### config.mk
export PLATFORM = sky130hd
export DESIGN_NAME = autoreclose_initiate_lockout_ctrl
export DESIGN_NICKNAME = d
export VERILOG_FILES = /design/src/design/arc_pkg.sv /design/src/design/autoreclose_initiate_lockout_ctrl.sv /design/src/design/pin_sync.sv /design/src/design/dropout_stretch.sv
export VERILOG_INCLUDE_DIRS = /design/src /design/src/design
export SDC_FILE = /design/constraint.sdc
export NUM_CORES = 1
export LEC_CHECK = 0
export BUFFER_PORTS_ARGS = -buffer_cell sky130_fd_sc_hd__buf_4
export CAP_MARGIN = 10
export CORE_UTILIZATION = 64
export CTS_CLUSTER_SIZE = 10
export DETAILED_ROUTE_END_ITERATION = 12
export PLACE_DENSITY = 0.95
export SLEW_MARGIN = 25
export SYNTH_ARGS = -nofsm -noshare
export SYNTH_HDL_FRONTEND = slang
export SYNTH_SLANG_ARGS = --single-unit
### constraint.sdc
create_clock -name pclk -period 5.5 [get_ports pclk]
set_input_delay 0.825 -clock pclk [delete_from_list [all_inputs] [get_ports pclk]]
set_output_delay 0.825 -clock pclk [all_outputs]
set_load 0.02 [all_outputs]
### src/design/arc_defs.svh
// register map, field positions and timing counts of the autoreclose control
`ifndef ARC_DEFS_SVH
`define ARC_DEFS_SVH
`define ARC_PCLK_PERIOD_NS 40
`define ARC_TICK_NS 1000000
`define ARC_TICK_CYCLES (`ARC_TICK_NS / `ARC_PCLK_PERIOD_NS)
`define ARC_DROPOUT_NS 1000000000
`define ARC_DROPOUT_CYCLES (`ARC_DROPOUT_NS / `ARC_PCLK_PERIOD_NS)
`define ARC_MAX_SHOT 3'h4
`define ARC_ADDR_W 8
`define ARC_OI1_OFS 8'h00
`define ARC_OI2_OFS 8'h04
`define ARC_OI3_OFS 8'h08
`define ARC_OI4_OFS 8'h0c
`define ARC_STATUS_OFS 8'h10
`define ARC_CMD_OFS 8'h14
`define ARC_OI_RST 16'h0000
`define ARC_ST_SHOT_LSB 0
`define ARC_ST_LAST_LSB 4
`define ARC_ST_LOCKOUT_BIT 8
`define ARC_ST_CYCLE_BIT 9
`define ARC_ST_TIMING_BIT 10
`define ARC_ST_DTL_BIT 11
`define ARC_ST_PENDING_BIT 12
`define ARC_CMD_RESET_BIT 0
`endif

### src/design/arc_pkg.sv
// types shared by the autoreclose control
package arc_pkg;
  typedef enum logic [1:0] {
    st_reset,
    st_cycle,
    st_lockout
  } seq_state_e;
endpackage

### src/design/autoreclose_initiate_lockout_ctrl.sv
// autoreclose initiation, lockout, last-shot, skip and stall control
// ==========================================
//
// The implementer's own choices: the APB register port and the placing of the registers.
`timescale 1ns/1ps
`default_nettype none
`include "arc_defs.svh"
module autoreclose_initiate_lockout_ctrl #(
  parameter int TICK_CYCLES = `ARC_TICK_CYCLES,
  parameter int DROP_CYCLES = `ARC_DROPOUT_CYCLES
) (
  input wire logic pclk,
  input wire logic presetn,
  input wire logic psel,
  input wire logic penable,
  input wire logic pwrite,
  input wire logic [`ARC_ADDR_W-1:0] paddr,
  input wire logic [31:0] pwdata,
  output logic [31:0] prdata,
  output logic pready,
  output logic pslverr,
  input wire logic reclose_initiate,
  input wire logic reclose_initiate_supervision,
  input wire logic drive_to_lockout,
  input wire logic drive_to_last_shot,
  input wire logic skip_shot,
  input wire logic stall_open_interval,
  input wire logic breaker_closed_status,
  input wire logic sequence_reset,
  output logic lockout_state_flag,
  output logic lockout_indicator,
  output logic reclose_cycle_flag,
  output logic open_interval_timing_flag,
  output logic [4:0] shot_flags,
  output logic shot_zero_flag,
  output logic close_request
);
  // ==========================================
  // synchronised pins
  logic [6:0] pin_lvl;
  logic dtl_held;
  logic ri, ris, dls, skp, stl, brk, dtl_raw;

  pin_sync #(.W(7)) u_sync (
    .pclk(pclk),
    .presetn(presetn),
    .pin({breaker_closed_status, stall_open_interval, skip_shot,
          drive_to_last_shot, drive_to_lockout,
          reclose_initiate_supervision, reclose_initiate}),
    .level(pin_lvl)
  );

  assign ri = pin_lvl[0];
  assign ris = pin_lvl[1];
  assign dtl_raw = pin_lvl[2];
  assign dls = pin_lvl[3];
  assign skp = pin_lvl[4];
  assign stl = pin_lvl[5];
  assign brk = pin_lvl[6];

  dropout_stretch #(.DROP_CYCLES(DROP_CYCLES)) u_dtl (
    .pclk(pclk),
    .presetn(presetn),
    .level(dtl_raw),
    .held(dtl_held)
  );

  // ==========================================
  // state
  typedef struct packed {
    logic pready;
    logic pslverr;
    logic [31:0] prdata;
    logic [3:0][15:0] oi;
    arc_pkg::seq_state_e state;
    logic [2:0] shot;
    logic [2:0] last;
    logic pending;
    logic started;
    logic [15:0] timer;
    logic [15:0] presc;
    logic ri_prev;
    logic skp_prev;
    logic close;
    logic lockout;
    logic cycle;
    logic timing;
    logic [4:0] shot_oh;
  } ctrl_s;
  ctrl_s q, d;

  logic acc, take, hit, rise, skr, tick, arm, seq_rst;
  logic [2:0] lastc, nshot;
  logic [31:0] rd;

  always_comb begin
    d = q;
    d.close = 1'b0;
    arm = 1'b0;
    nshot = q.shot;
    // ==========================================
    // apb slave, one wait state
    acc = psel & penable;
    take = acc & q.pready;
    hit = 1'b1;
    rd = 32'h0;
    unique case (paddr)
      `ARC_OI1_OFS, `ARC_OI2_OFS, `ARC_OI3_OFS, `ARC_OI4_OFS: begin
        rd = {16'h0, q.oi[paddr[3:2]]};
      end
      `ARC_STATUS_OFS: begin
        rd[`ARC_ST_SHOT_LSB +: 3] = q.shot;
        rd[`ARC_ST_LAST_LSB +: 3] = q.last;
        rd[`ARC_ST_LOCKOUT_BIT] = q.lockout;
        rd[`ARC_ST_CYCLE_BIT] = q.cycle;
        rd[`ARC_ST_TIMING_BIT] = q.timing;
        rd[`ARC_ST_DTL_BIT] = dtl_held;
        rd[`ARC_ST_PENDING_BIT] = q.pending;
      end
      `ARC_CMD_OFS: rd = 32'h0;
      default: hit = 1'b0;
    endcase
    d.pready = acc & ~q.pready;
    d.pslverr = acc & ~q.pready & ~hit;
    if (acc & ~q.pready) begin
      d.prdata = pwrite ? 32'h0 : rd;
    end
    if (take & pwrite & hit & (paddr[7:4] == 4'h0)) begin
      d.oi[paddr[3:2]] = pwdata[15:0];
    end
    seq_rst = sequence_reset |
      (take & pwrite & (paddr == `ARC_CMD_OFS) &
       pwdata[`ARC_CMD_RESET_BIT]);
    // ==========================================
    // last shot from configured intervals
    lastc = 3'h0;
    for (int i = 0; i < 4; i++) begin
      if (q.oi[i] != 16'h0) begin
        lastc = lastc + 3'h1;
      end
    end
    d.last = (lastc > `ARC_MAX_SHOT) ? `ARC_MAX_SHOT : lastc;
    // ==========================================
    // edges and millisecond tick
    rise = ri & ~q.ri_prev;
    skr = skp & ~q.skp_prev;
    d.ri_prev = ri;
    d.skp_prev = skp;
    tick = (q.presc == 16'h0);
    d.presc = tick ? 16'(TICK_CYCLES - 1) : q.presc - 16'h1;
    // ==========================================
    // sequencing
    if (seq_rst) begin
      d.state = arc_pkg::st_reset;
      d.shot = 3'h0;
      d.pending = 1'b0;
      d.started = 1'b0;
    end else begin
      if (q.started && !stl && tick) begin
        if (q.timer <= 16'h1) begin
          d.shot = q.shot + 3'h1;
          d.close = 1'b1;
          d.pending = 1'b0;
          d.started = 1'b0;
          d.timer = 16'h0;
        end else begin
          d.timer = q.timer - 16'h1;
        end
      end
      if (q.state != arc_pkg::st_lockout && rise) begin
        if (!ris || q.shot >= q.last) begin
          d.state = arc_pkg::st_lockout;
        end else begin
          d.state = arc_pkg::st_cycle;
          d.pending = 1'b1;
          d.started = 1'b0;
          arm = 1'b1;
        end
      end else if (q.pending && !q.started && skr) begin
        arm = 1'b1;
      end
      if (arm) begin
        nshot = skp ? q.shot + 3'h1 : q.shot;
        d.shot = nshot;
        if (skp && nshot >= q.last) begin
          d.pending = 1'b0;
          if (!brk) begin
            d.state = arc_pkg::st_lockout;
          end
        end else begin
          d.timer = q.oi[nshot[1:0]];
        end
      end
      if (d.pending && !d.started && !stl) begin
        d.started = 1'b1;
      end
      if (dls && d.shot < q.last) begin
        d.shot = q.last;
      end
      if (dtl_held) begin
        d.state = arc_pkg::st_lockout;
      end
      if (d.state == arc_pkg::st_lockout) begin
        d.pending = 1'b0;
        d.started = 1'b0;
      end
    end
    // ==========================================
    // status outputs
    d.lockout = (d.state == arc_pkg::st_lockout);
    d.cycle = (d.state == arc_pkg::st_cycle);
    d.timing = d.started & ~stl & d.cycle;
    for (int i = 0; i < 5; i++) begin
      d.shot_oh[i] = (d.shot == 3'(i));
    end
  end

  always_ff @(posedge pclk or negedge presetn) begin
    if (!presetn) begin
      q <= '0;
      q.shot_oh <= 5'h01;
    end else begin
      q <= d;
    end
  end

  assign prdata = q.prdata;
  assign pready = q.pready;
  assign pslverr = q.pslverr;
  assign lockout_state_flag = q.lockout;
  assign lockout_indicator = q.lockout;
  assign reclose_cycle_flag = q.cycle;
  assign open_interval_timing_flag = q.timing;
  assign shot_flags = q.shot_oh;
  assign shot_zero_flag = q.shot_oh[0];
  assign close_request = q.close;

  // ==========================================
  // checks
  shot_onehot_a: assert property (
    @(posedge pclk) disable iff (!presetn)
    $onehot(shot_flags) && shot_flags[q.shot])
    else $error("shot flags not one-hot");

  timing_state_a: assert property (
    @(posedge pclk) disable iff (!presetn)
    open_interval_timing_flag |-> reclose_cycle_flag && q.started)
    else $error("timing flag outside interval");

  unsup_lock_a: assert property (
    @(posedge pclk) disable iff (!presetn)
    (rise && !ris && !seq_rst) |=> lockout_state_flag)
    else $error("unsupervised initiate did not lock out");

  no_initiate_a: assert property (
    @(posedge pclk) disable iff (!presetn)
    (q.state == arc_pkg::st_reset && !rise) |=> !reclose_cycle_flag)
    else $error("cycle began without initiate");

  dtl_lock_a: assert property (
    @(posedge pclk) disable iff (!presetn)
    (dtl_held && !seq_rst) |=> lockout_state_flag && lockout_indicator)
    else $error("drive-to-lockout ignored");

  dls_shot_a: assert property (
    @(posedge pclk) disable iff (!presetn)
    (dls && !seq_rst && q.shot < q.last) |=> q.shot >= $past(q.last))
    else $error("not driven to last shot");

  stall_freeze_a: assert property (
    @(posedge pclk) disable iff (!presetn)
    (q.started && stl && !rise && !seq_rst) |=> $stable(q.timer))
    else $error("timer moved while stalled");

  stall_hold_a: assert property (
    @(posedge pclk) disable iff (!presetn)
    (q.pending && !q.started && stl) |=> !open_interval_timing_flag)
    else $error("timer started under stall");

  fail_lock_a: assert property (
    @(posedge pclk) disable iff (!presetn)
    (rise && q.shot >= q.last && !seq_rst) |=> lockout_state_flag)
    else $error("failed sequence not locked out");

  last_shot_a: assert property (
    @(posedge pclk) disable iff (!presetn)
    q.last <= `ARC_MAX_SHOT)
    else $error("last shot above four");

  skip_bump_a: assert property (
    @(posedge pclk) disable iff (!presetn)
    (arm && skp && !dls) |=> q.shot == $past(q.shot) + 3'h1)
    else $error("skip did not advance the shot");

  skip_lock_a: assert property (
    @(posedge pclk) disable iff (!presetn)
    (arm && skp && nshot >= q.last && !brk) |=> lockout_state_flag)
    else $error("skip to last shot did not lock out");

  stall_skip_a: assert property (
    @(posedge pclk) disable iff (!presetn)
    (q.pending && !q.started && skr && !rise && !dls && !seq_rst)
    |=> q.shot == $past(q.shot) + 3'h1)
    else $error("skip ignored while stalled");
endmodule
`default_nettype wire

### src/design/pin_sync.sv
// three-stage pin synchroniser with agreement of the last two stages
`timescale 1ns/1ps
`default_nettype none
module pin_sync #(
  parameter int W = 7
) (
  input wire logic pclk,
  input wire logic presetn,
  input wire logic [W-1:0] pin,
  output logic [W-1:0] level
);
  // ==========================================
  // state
  typedef struct packed {
    logic [W-1:0] s1;
    logic [W-1:0] s2;
    logic [W-1:0] s3;
    logic [W-1:0] o;
  } sync_s;
  sync_s q, d;

  always_comb begin
    d = q;
    d.s1 = pin;
    d.s2 = q.s1;
    d.s3 = q.s2;
    d.o = (q.s2 & q.s3) | (q.o & (q.s2 ^ q.s3));
  end

  always_ff @(posedge pclk or negedge presetn) begin
    if (!presetn) begin
      q <= '0;
    end else begin
      q <= d;
    end
  end

  assign level = q.o;
endmodule
`default_nettype wire

### src/design/dropout_stretch.sv
// holds a level high for a fixed dropout time after it falls
`timescale 1ns/1ps
`default_nettype none
`include "arc_defs.svh"
module dropout_stretch #(
  parameter int DROP_CYCLES = `ARC_DROPOUT_CYCLES
) (
  input wire logic pclk,
  input wire logic presetn,
  input wire logic level,
  output logic held
);
  // ==========================================
  // state
  typedef struct packed {
    logic [31:0] cnt;
    logic hold;
  } drop_s;
  drop_s q, d;

  always_comb begin
    d = q;
    if (level) begin
      d.cnt = 32'(DROP_CYCLES);
    end else if (q.cnt != 32'h0) begin
      d.cnt = q.cnt - 32'h1;
    end
    d.hold = level | (d.cnt != 32'h0);
  end

  always_ff @(posedge pclk or negedge presetn) begin
    if (!presetn) begin
      q <= '0;
    end else begin
      q <= d;
    end
  end

  assign held = q.hold;

  // ==========================================
  // checks
  hold_after_fall_a: assert property (
    @(posedge pclk) disable iff (!presetn)
    (!level && q.cnt > 32'h1) |=> held)
    else $error("dropout released early");
endmodule
`default_nettype wire

### Yosys cells after proc, flatten, opt, wreduce, memory -nomap -nowiden

Cells that the tools add are included.

* add/sub/neg operators: 7
* $lt $le $gt $ge: 8
* equality and inequality tests: 13
* muxes and demuxes: 57
* bitwise logic cells: 24
* reductions and logical operators: 27

Operators by type and width (number)
* $mux 16: 7
* $mux 32: 3
* $bmux 16 s2: 2
* $bwmux 64: 1
* $reduce_bool 16->1: 4
* $reduce_bool 32->1: 2
* $demux 16 s2: 1
* $sub 16x1->16 const B: 2
* $sub 32x1->32 const B: 1
* $mux 3: 9
* $mux 2: 12
* $mux 18: 1
* $eq 8x4->1 const B: 2
* $eq 8x5->1 const B: 2
* $le 16x1->1 const B: 1
* $logic_not 16->1: 1
* $mux 1: 15
* $mux 5: 3
* $and 7x7->7: 2
* $and 1x1->1: 13
* $add 3x1->3 const B: 4
* $pmux 3 s2: 2
* $logic_and 1x1->1: 10
* $pmux 5 s2: 1
* other kinds (23): 35

* register bits after elaboration: 212
* output and inout port bits: 45

### Logic depth before layout (Yosys ltp)

Gate-level depths: netlist of run 1.

* depth in word-level cells: 17
* gate-level depth with buffers: 15
* gate-level depth less buffers: 14

### Cells and area by module

Synthesis of run 1 repeated with hierarchy kept, for this count alone.

* cell total of the unflattened synthesis: 938
* area total of the unflattened synthesis: 10552.6 sq um

Modules (own cells, without submodules)
* autoreclose_initiate_lockout_ctrl: times used 1, cells an instance 659, area each 7541.0 sq um, seq. area each 3379.5 sq um
* dropout_stretch: times used 1, cells an instance 230, area each 2118.3 sq um, seq. area each 825.8 sq um
* pin_sync: times used 1, cells an instance 49, area each 893.4 sq um, seq. area each 700.7 sq um

### Worst setup path before layout of run 1

OpenSTA, ideal clock, no wires.

* path kind: reg2reg
* start: register q[48] in the netlist's numbering
* end: register q[27] in the netlist's numbering
* library setup time: 0.121 ns
* data arrival time: 3.373 ns
* path slack: 2.006 ns
* cell stages (with the launch flop): 12
* path buffers: 2
* clock period less this slack: 3.494 ns
* path through: dfrtp_1 -> ha_1 -> mux2i_1 -> clkbuf_1 -> inv_1 -> ha_1 -> a21o_1 -> a21o_1 -> a22oi_1 -> clkbuf_1 -> o31ai_1 -> a22o_1

* cells in the longest elaborated chain, start to end: 6
* elaborated cells between the ends (all ways): 13
* those cells by class: 1 x add/sub; 2 x order compare; 8 x mux; 2 x reduce/logical

RTL lines
* start: declaration: RTL line autoreclose_initiate_lockout_ctrl.sv:90 `ctrl_s q, d;`
* $add 3x1->3 / $ge 3x3->1 (equally long branches): RTL line autoreclose_initiate_lockout_ctrl.sv:183, autoreclose_initiate_lockout_ctrl.sv:171
* $mux 3 / $logic_or 1x1->1 (equally long branches): RTL line autoreclose_initiate_lockout_ctrl.sv:183, autoreclose_initiate_lockout_ctrl.sv:171
* $ge 3x3->1, or another cell as far along: RTL line autoreclose_initiate_lockout_ctrl.sv:185 `if (skp && nshot >= q.last) begin`
* $logic_and 1x1->1, or another cell as far along: RTL line autoreclose_initiate_lockout_ctrl.sv:185
* $mux 16 / $mux 1 (equally long branches): RTL line autoreclose_initiate_lockout_ctrl.sv:185, autoreclose_initiate_lockout_ctrl.sv:153
* $mux 16 (*): RTL line autoreclose_initiate_lockout_ctrl.sv:182 `if (arm) begin`

Mark *: on every way between the ends. The rest lies on a longest branch, timed or not. The select of a mux whose other input is x is not followed.
A chain may end at the register's enable or synchronous reset.

==> summary.md, run 1 <==
| Metric | Value |
|---|---|
| Hold Buf Count CTS | 0 |
| Sequential share of power | 0.455 |
| Total grt overflow | 0 |
| Final setup viols | 0 |
| Post-synth EDFFs | 0 |
| Num Clock Sinks | 196 |
| Pwr Total | 0.00343 W |
| Die Span Y | 128 µm |
| Mapped Cells | 889 |
| Placed insts | 1114 |
| Internal cell power | 0.00249 W |
| Slowest CP cell | or4_4 |
| Cts bufs inserted | 17 |
| Crit path largest cell delay | 600 ps |
| Switching part of the total | 0.275 |
| Routed Antenna Nets | 0 |
| PortBufs | 65 |
| Vias in the first global route | 7659 |
| # IOs | 98 |
| Min Hold Slack | 348 ps |
| Crit. End Element | flip-flop |
| F_max | 259 MHz |
| TritonCTS clock tree | built |
| Power per cell area | 305 nW/µm² |
| Core area | 15400 µm² |
| Hold Vio Cnt, Final | 0 |
| Ant. Diodes | 0 |
| CP Launch Type | flip-flop |
| Clk pin slew, worst setup/hold paths | 80 ps |
| Syn. warnings | 0 |
| Max Root-Sink Buffers | 2 |
| Crit-path cells | or4_4, or4_4, nor3_4, a31oi_4, mux2i_1, inv_1, ha_1, o21ai_0, nand2_1, o21a_2, or3_1, a211oi_2 |
| DRT Pass-1 Iters | 8 |
| Comb power frac | 0.148 |
| Area Growth Syn to Fin | 10.7% |
| WL/cell | 20.8 µm |
| Post-synth top cells | 195 x dfrtp_1, 66 x nor2_1, 64 x mux2_2 |
| Worst Path Max Fanout | 8 |
| Post-synth cell types | 71 |
| Total Routing Usage GR | 0.314 |
| Top-area cell type share of the netlist area | 0.481 |
| Worst skew pair latency | 440 ps |
| Die X | 128 µm |
| DRC viols | 0 |
| TNS Setup | 0 ps |
| HP Class | flip-flop to flip-flop |
| Switching pwr | 0.000941 W |
| PostCTS Resize Cnt | 0 |
| Final Max Tran Viols | 0 |
| DIE AREA | 16400 µm² |
| Largest net degree at the start of global routing | 90 |
| Synthesized flop and latch total | 196 |
| Final worst-path cycle share | 0.703 |
| Antenna violations before repair | 0 |
| Yosys top cell by area | dfrtp_1 |
| Finished Layout Cells | 1146 |
| RD Place Congestion | 0.878 |
| Initial Utilization | 0.661 |
| Post-CTS setup buffer count | 0 |
| Setup WS pre-CTS | 1750 ps |
| Average cell area after synthesis | 11.4 µm² |
| Placed wire-length estimate | 15600 µm |
| Final wirelength | 23900 µm |
| FF/Latch Area | 4910 µm² |
| Vias | 7595 |
| Minimum clock period | 3870 ps |
| Prevailing post-synth register cell | dfrtp_1 |
| Post-route setup slack | 1630 ps |
| Vias per std cell | 6.63 |
| CTS root buffer | clkbuf_16 |
| FFs w/ async S/R, synth | 1.00 |
| Max Cap Violations | 0 |
| Global-route wire length before repair | 39300 µm |
| FILL cells | 951 |
| CP dominant cell by count | or4_4 |
| Clk network pwr share | 0.397 |
| Site Rows | 45 |
| Status | finished, final reports clean |
| Most frequent cell after synthesis | dfrtp_1 |
| Final-stage net count | 1000 |
| LEAKAGE | 5.29 nW |
| Peak VDD IR | 235 µV |
| Measured slew at the worst slew-check pin | 1040 ps |
| Final Skew | 9.80 ps |
| Share of cells above drive strength 1 | 0.236 |
| Cell Area, Synth | 10200 µm² |
| Synth area leaders | dfrtp_1 48%, mux2_2 7.1%, mux4_2 6.4%, ha_1 3.1%, buf_4 2.8% |
| Multi-input gate area | 4750 µm² |
| Worst slew margin | 0.306 |
| Setup CP Type | flip-flop to flip-flop |
| Unrepaired setup endpoints after global routing | false |
| DR iter-0 viols | 1045 |
| Worst endpoint required time | 5860 ps |
| Crit path DAT | 4220 ps |
| Htree depth | 4 |
| Seq/Total Area, Yosys | 0.483 |
-- path summary, 6_finish.rpt --
| kind | to | start | depth (start not counted) | slack, ps |
|---|---|---|---|---|
| worst min-delay path | u_sync.d[9] | u_sync.d[16] | 0 | 350 |
| max in group asynchronous | u_sync.q[11] | presetn | 2 | 3820 |
| worst max-delay path | shot_flags[1] | q[30] | 12 | 1630 |
| worst max register to register | shot_flags[1] | q[30] | 12 | 1630 |
| worst min register to register | u_sync.d[9] | u_sync.d[16] | 0 | 350 |
| min in group asynchronous | u_sync.level[3] | presetn | 1 | 440 |
-- placed cells by master, fill, tap and decap left out, types with 3 or more instances in the layout --
| cell | n |
|---|---|
| a21oi_1 | 16 |
| conb_1 | 16 |
| and4_1 | 4 |
| a31oi_1 | 5 |
| or3_1 | 7 |
| nor3_1 | 24 |
| a22o_1 | 21 |
| xnor2_1 | 23 |
| or4_1 | 10 |
| o21ai_0 | 27 |
| ha_1 | 25 |
| nor2b_1 | 9 |
| mux2_2 | 64 |
| nor4_1 | 28 |
| mux2i_1 | 13 |
| mux4_2 | 29 |
| nand2b_1 | 11 |
| xor2_1 | 13 |
| and4b_1 | 3 |
| nor2_1 | 66 |
| o41ai_1 | 5 |
| nand4_1 | 7 |
| o31ai_1 | 12 |
| or4_4 | 4 |
| a222oi_1 | 11 |
| nand3b_1 | 6 |
| or2_2 | 3 |
| buf_4 | 71 |
| bufinv_16 | 4 |
| nand3_1 | 22 |
| inv_1 | 36 |
| a21o_1 | 9 |
| dfrtp_1 | 195 |
| inv_8 | 4 |
| nand2_1 | 59 |
| clkbuf_16 | 17 |
-- routing by layer --
| layer | track usage | up-vias | wire, µm |
|---|---|---|---|
| li1 | - | 3280 | - |
| met2 | 0.515 | 463 | 11600 |
| met4 | 0.140 | 0 | 999 |
| met5 | 0 | - | 0 |
| met1 | 0.398 | 3750 | 9230 |
| met3 | 0.0760 | 102 | 2050 |
-- per-stage QoR --
| step | util | instance area (µm²) |
|---|---|---|
| after floorplan | - | 10200 |
| after global placement | 0.690 | 10600 |
| after detailed placement | 0.690 | 10600 |
| after CTS | 0.732 | 11200 |
| after global routing | 0.732 | 11200 |
| final | 0.732 | 11200 |
-- cell families after synthesis --
| logic type | share of synthesized area |
|---|---|
| and+or+nand+nor | 0.154 |
| DFF | 0.483 |
| AOI/OAI and AO/OA | 0.0941 |
| buffers and inverters | 0.0563 |
| muxes | 0.148 |
| xor gates and xnor gates | 0.0335 |
| adders and majority gates | 0.0308 |
| other | 0.000369 |
-- critical path, delay by kind of cell, from the launching register on --
family | cells | cell delay, ps
simple gates | 5 | 1840
compound gates | 4 | 730
flops | 1 | 470
mux | 1 | 320
fa+ha+maj | 1 | 290
buf+inv | 1 | 130
-- area by class of cell --
class	instances	share of cell area
timing repair buffer	72	0.0486
inverter	36	0.0120
sequential	196	0.436
clock buffer	17	0.0378
clock inverter	15	0.0196
tap	211	0.0235
multi-input combinational	599	0.422
-- registers in the layout, summed over array words and instances (netlist names) --
signal                     flops
q                            108
u_dtl.held                     1
open_interval_timing_flag      1
u_sync.d                      14
u_sync.level                   7
lockout_indicator              1
prdata                        16
pslverr                        1
pready                         1
u_dtl.q                       32
reclose_cycle_flag             1
close_request                  1
shot_flags                     5
u_sync.q                       7
-- power by group through the flow --
stage	registers (W)	logic (W)	clock network, W
2_1_floorplan	0.00157	0.000367	0
3_3_place_gp	0.00158	0.000476	0
3_5_place_dp	0.00159	0.000493	0
4_1_cts	0.00156	0.000504	0.00137
5_1_grt	0.00157	0.000560	0.00143
6_report	0.00156	0.000508	0.00136
No activity file was read; power rests on OpenSTA's default activity.
==> run 2: changes to the inputs <==
Settings changed: CORE_UTILIZATION 64 to 60, PLACE_DENSITY 0.95 to 0.92.
Clock period 5.5 ns to 4 ns, I/O delays scaled along.
==> run 2 against run 1 <==
Compared with the run above:
- power is 35% higher
- worst hold slack worse by 110 ps
- largest power group unchanged
- via count is 0.70% lower
- clock power is 30% higher
- combinational power is 36% higher
- critical path depth stayed put
- critical path type unchanged
- worst setup slack worse by 1400 ps
- first-iteration DRC count is 17% lower
- sequential share of layout area is 0.14 points lower
- wire length is 1.3% lower
- register-to-register slack worse by 1400 ps
- sequential power is 38% higher
==> summary.md, run 2 (same netlist as run 1, synthesis figures left out) <==
| Metric | Value |
|---|---|
| # IOs | 98 (unchanged) |
| Site Rows | 47 (+4.4%) |
| Peak VDD IR | 359 µV (+53%) |
| Setup CP Type | flip-flop to flip-flop |
| DP Area | 10600 µm² (+0.44%) |
| WL/cell | 20.3 µm (-2.5%) |
| HP Class | input pin to async pin |
| Vias | 7542 (-0.70%) |
| Metal1 wirelength | 9230 µm (about the same) |
| DRT Pass-1 Iters | 7 (-1) |
| Post-Layout Inst Area | 11300 µm² (+0.35%) |
| Unrepaired setup endpoints after global routing | false |
| Crit path DAT | 4160 ps (-60 ps) |
| Die X | 132 µm (+3.2%) |
| Most common cell after layout, fill and taps aside | dfrtp_1 |
| Crit. End Element | flip-flop |
| Die Span Y | 132 µm (+3.2%) |
| Vias in the first global route | 7475 (-2.4%) |
| Pwr Total | 0.00462 W (+35%) |
| Status | finished, final reports clean |
| Worst skew pair latency | 440 ps (about the same) |
| Core area | 16500 µm² (+7.5%) |
| Final Max Tran Viols | 0 (unchanged) |
| CP Launch Type | flip-flop |
| DIE AREA | 17400 µm² (+6.6%) |
| Measured slew at the worst slew-check pin | 920 ps (-118 ps) |
| DR iter-0 viols | 869 (-17%) |
| Total Routing Usage GR | 0.284 (-0.0297) |
| Max Root-Sink Buffers | 2 (unchanged) |
| Power per cell area | 409 nW/µm² (+34%) |
| F_max | 262 MHz (+1.5%) |
| Crit-path cells | or4_4, or4_4, nor3_4, a31oi_4, mux2i_2, inv_1, ha_1, o21ai_0, nand2_1, o21a_2, or3_1, a211oi_2 |
| Finished Layout Cells | 1160 (+1.2%) |
| Largest net degree at the start of global routing | 124 (+38%) |
| Num Clock Sinks | 196 (unchanged) |
| FF/Latch Area | 4910 µm² (about the same) |
| DRC viols | 0 (unchanged) |
| Cts bufs inserted | 17 (unchanged) |
| Ant. Diodes | 0 (unchanged) |
| Placed insts | 1126 (+1.1%) |
| Most frequent cells in the layout | 194 x dfrtp_1, 75 x buf_4, 66 x nor2_1, 64 x mux2_2, 59 x nand2_1 |
| CP dominant cell by count | or4_4 |
| FILL cells | 1129 (+19%) |
| R2r setup slk | 190 ps (-1440 ps) |
| Routed wl met2 | 11500 µm (-0.55%) |
| PortBufs | 65 (unchanged) |
| Final Skew | 12.0 ps (+2.21 ps) |
| Worst r2r path cells | 12 (unchanged) |
| Worst endpoint required time | 4350 ps (-1510 ps) |
| Final-stage net count | 1005 (+0.50%) |
| RD Place Congestion | 0.906 (+3.2%) |
| Metal3 WL | 1900 µm (-7.6%) |
| Area Growth Syn to Fin | 11.1% |
| Initial Utilization | 0.615 (-0.0461) |
| Final worst-path cycle share | 0.953 (+0.249) |
| Vias per std cell | 6.50 (-1.9%) |
| Max Cap Violations | 0 (unchanged) |
| CTS root buffer | clkbuf_16 |
| Share of cells above drive strength 1 | 0.243 (+0.00619) |
| Multi-input gate area | 4750 µm² (about the same) |
| LEAKAGE | 5.29 nW (about the same) |
| Reg2reg end | shot_flags[1] |
| Placed wire-length estimate | 15500 µm (-0.43%) |
| Slowest CP cell | or4_4 |
| Htree depth | 4 (unchanged) |
| Top routing layer used | met4 |
| Global-route wire length before repair | 38700 µm (-1.6%) |
| Largest register FFs | 108 (unchanged) |
| Worst R2R Start | q[30] |
| Clk pin slew, worst setup/hold paths | 70 ps (about the same) |
| Final setup viols | 0 (unchanged) |
| Final wirelength | 23600 µm (-1.3%) |
| TNS Setup | 0 ps (unchanged) |
| Top reg by flops | q |
| Crit path largest cell delay | 590 ps (about the same) |
| Total grt overflow | 0 (unchanged) |
| Routed Antenna Nets | 0 (unchanged) |
| Worst slew margin | 0.387 (+0.0811) |
| Worst Path Max Fanout | 8 (unchanged) |
| Antenna violations before repair | 0 (unchanged) |
| Hold Vio Cnt, Final | 0 (unchanged) |
| TritonCTS clock tree | built |
| Minimum clock period | 3810 ps (-57.1 ps) |
## run 2: changes by cell type in the layout (fill, tap and decap cells not counted)
cell,change
mux2i_1,-1
clkinv_2,-1
bufinv_16,-2
dfrtp_1,-1
buf_8,+1
mux2i_2,+1
inv_6,+3
buf_4,+4
clkbuf_8,-1
dfrtp_2,+1
inv_8,-2
buf_12,+1
clkinv_8,+2
## run 2: worst max-delay path by stage
stage           from            end  slack, ps  depth (start not counted)
2_1_floorplan  q[48]          q[27]        510                         11
4_1_cts        q[30]  shot_flags[1]        150                         12
3_3_place_gp   q[30]  shot_flags[1]        390                         12
5_1_grt        q[30]  shot_flags[0]         20                         12
3_5_place_dp   q[30]  shot_flags[1]        280                         12
6_report       q[30]  shot_flags[1]        190                         12
## run 2: metal layers
| metal | track usage | up-vias |
|---|---|---|
| met4 | 0.125 | 0 |
| li1 | - | 3279 |
| met1 | 0.373 | 3746 |
| met3 | 0.0615 | 76 |
| met5 | 0 | - |
| met2 | 0.458 | 441 |
## run 2: layout make-up
cell class                      count  share of cell area
Multi-Input combinational cell    599               0.421
Clock buffer                       17              0.0377
Clock inverter                     15              0.0170
Sequential cell                   196               0.435
Timing Repair Buffer               77              0.0530
Tap cell                          220              0.0244
Inverter                           36              0.0120
## run 2: worst max-delay path: cells and delay by family (launching register included)
kind / cells / cell delay, ps
buffers and inverters: 1 / 110
AND/OR/NAND/NOR: 5 / 1820
multiplexers: 1 / 280
adder cells (fa/ha/maj): 1 / 290
AO/OA/AOI/OAI: 4 / 720
flip-flops: 1 / 470
## run 2: through the flow
stage                util  hold slack (ps)  setup WS (ps)
floorplan               -              304            506
global placement    0.644              333            389
detailed placement  0.644              335            277
CTS                 0.682              255            155
global route        0.683              246           23.4
finish              0.683              236            190
## run 2: timing repair
item	4_1_cts	5_1_grt
setup buffers	0	2
setup endpoints to repair	0	3
hold buffers	0	0
resized for setup	0	2
## run 2: report_power, final
part	internal [W]	switching, W
sequential	0.00206	0.0000895
combinational	0.000291	0.000401
clock	0.000952	0.000821
total	0.00331	0.00131
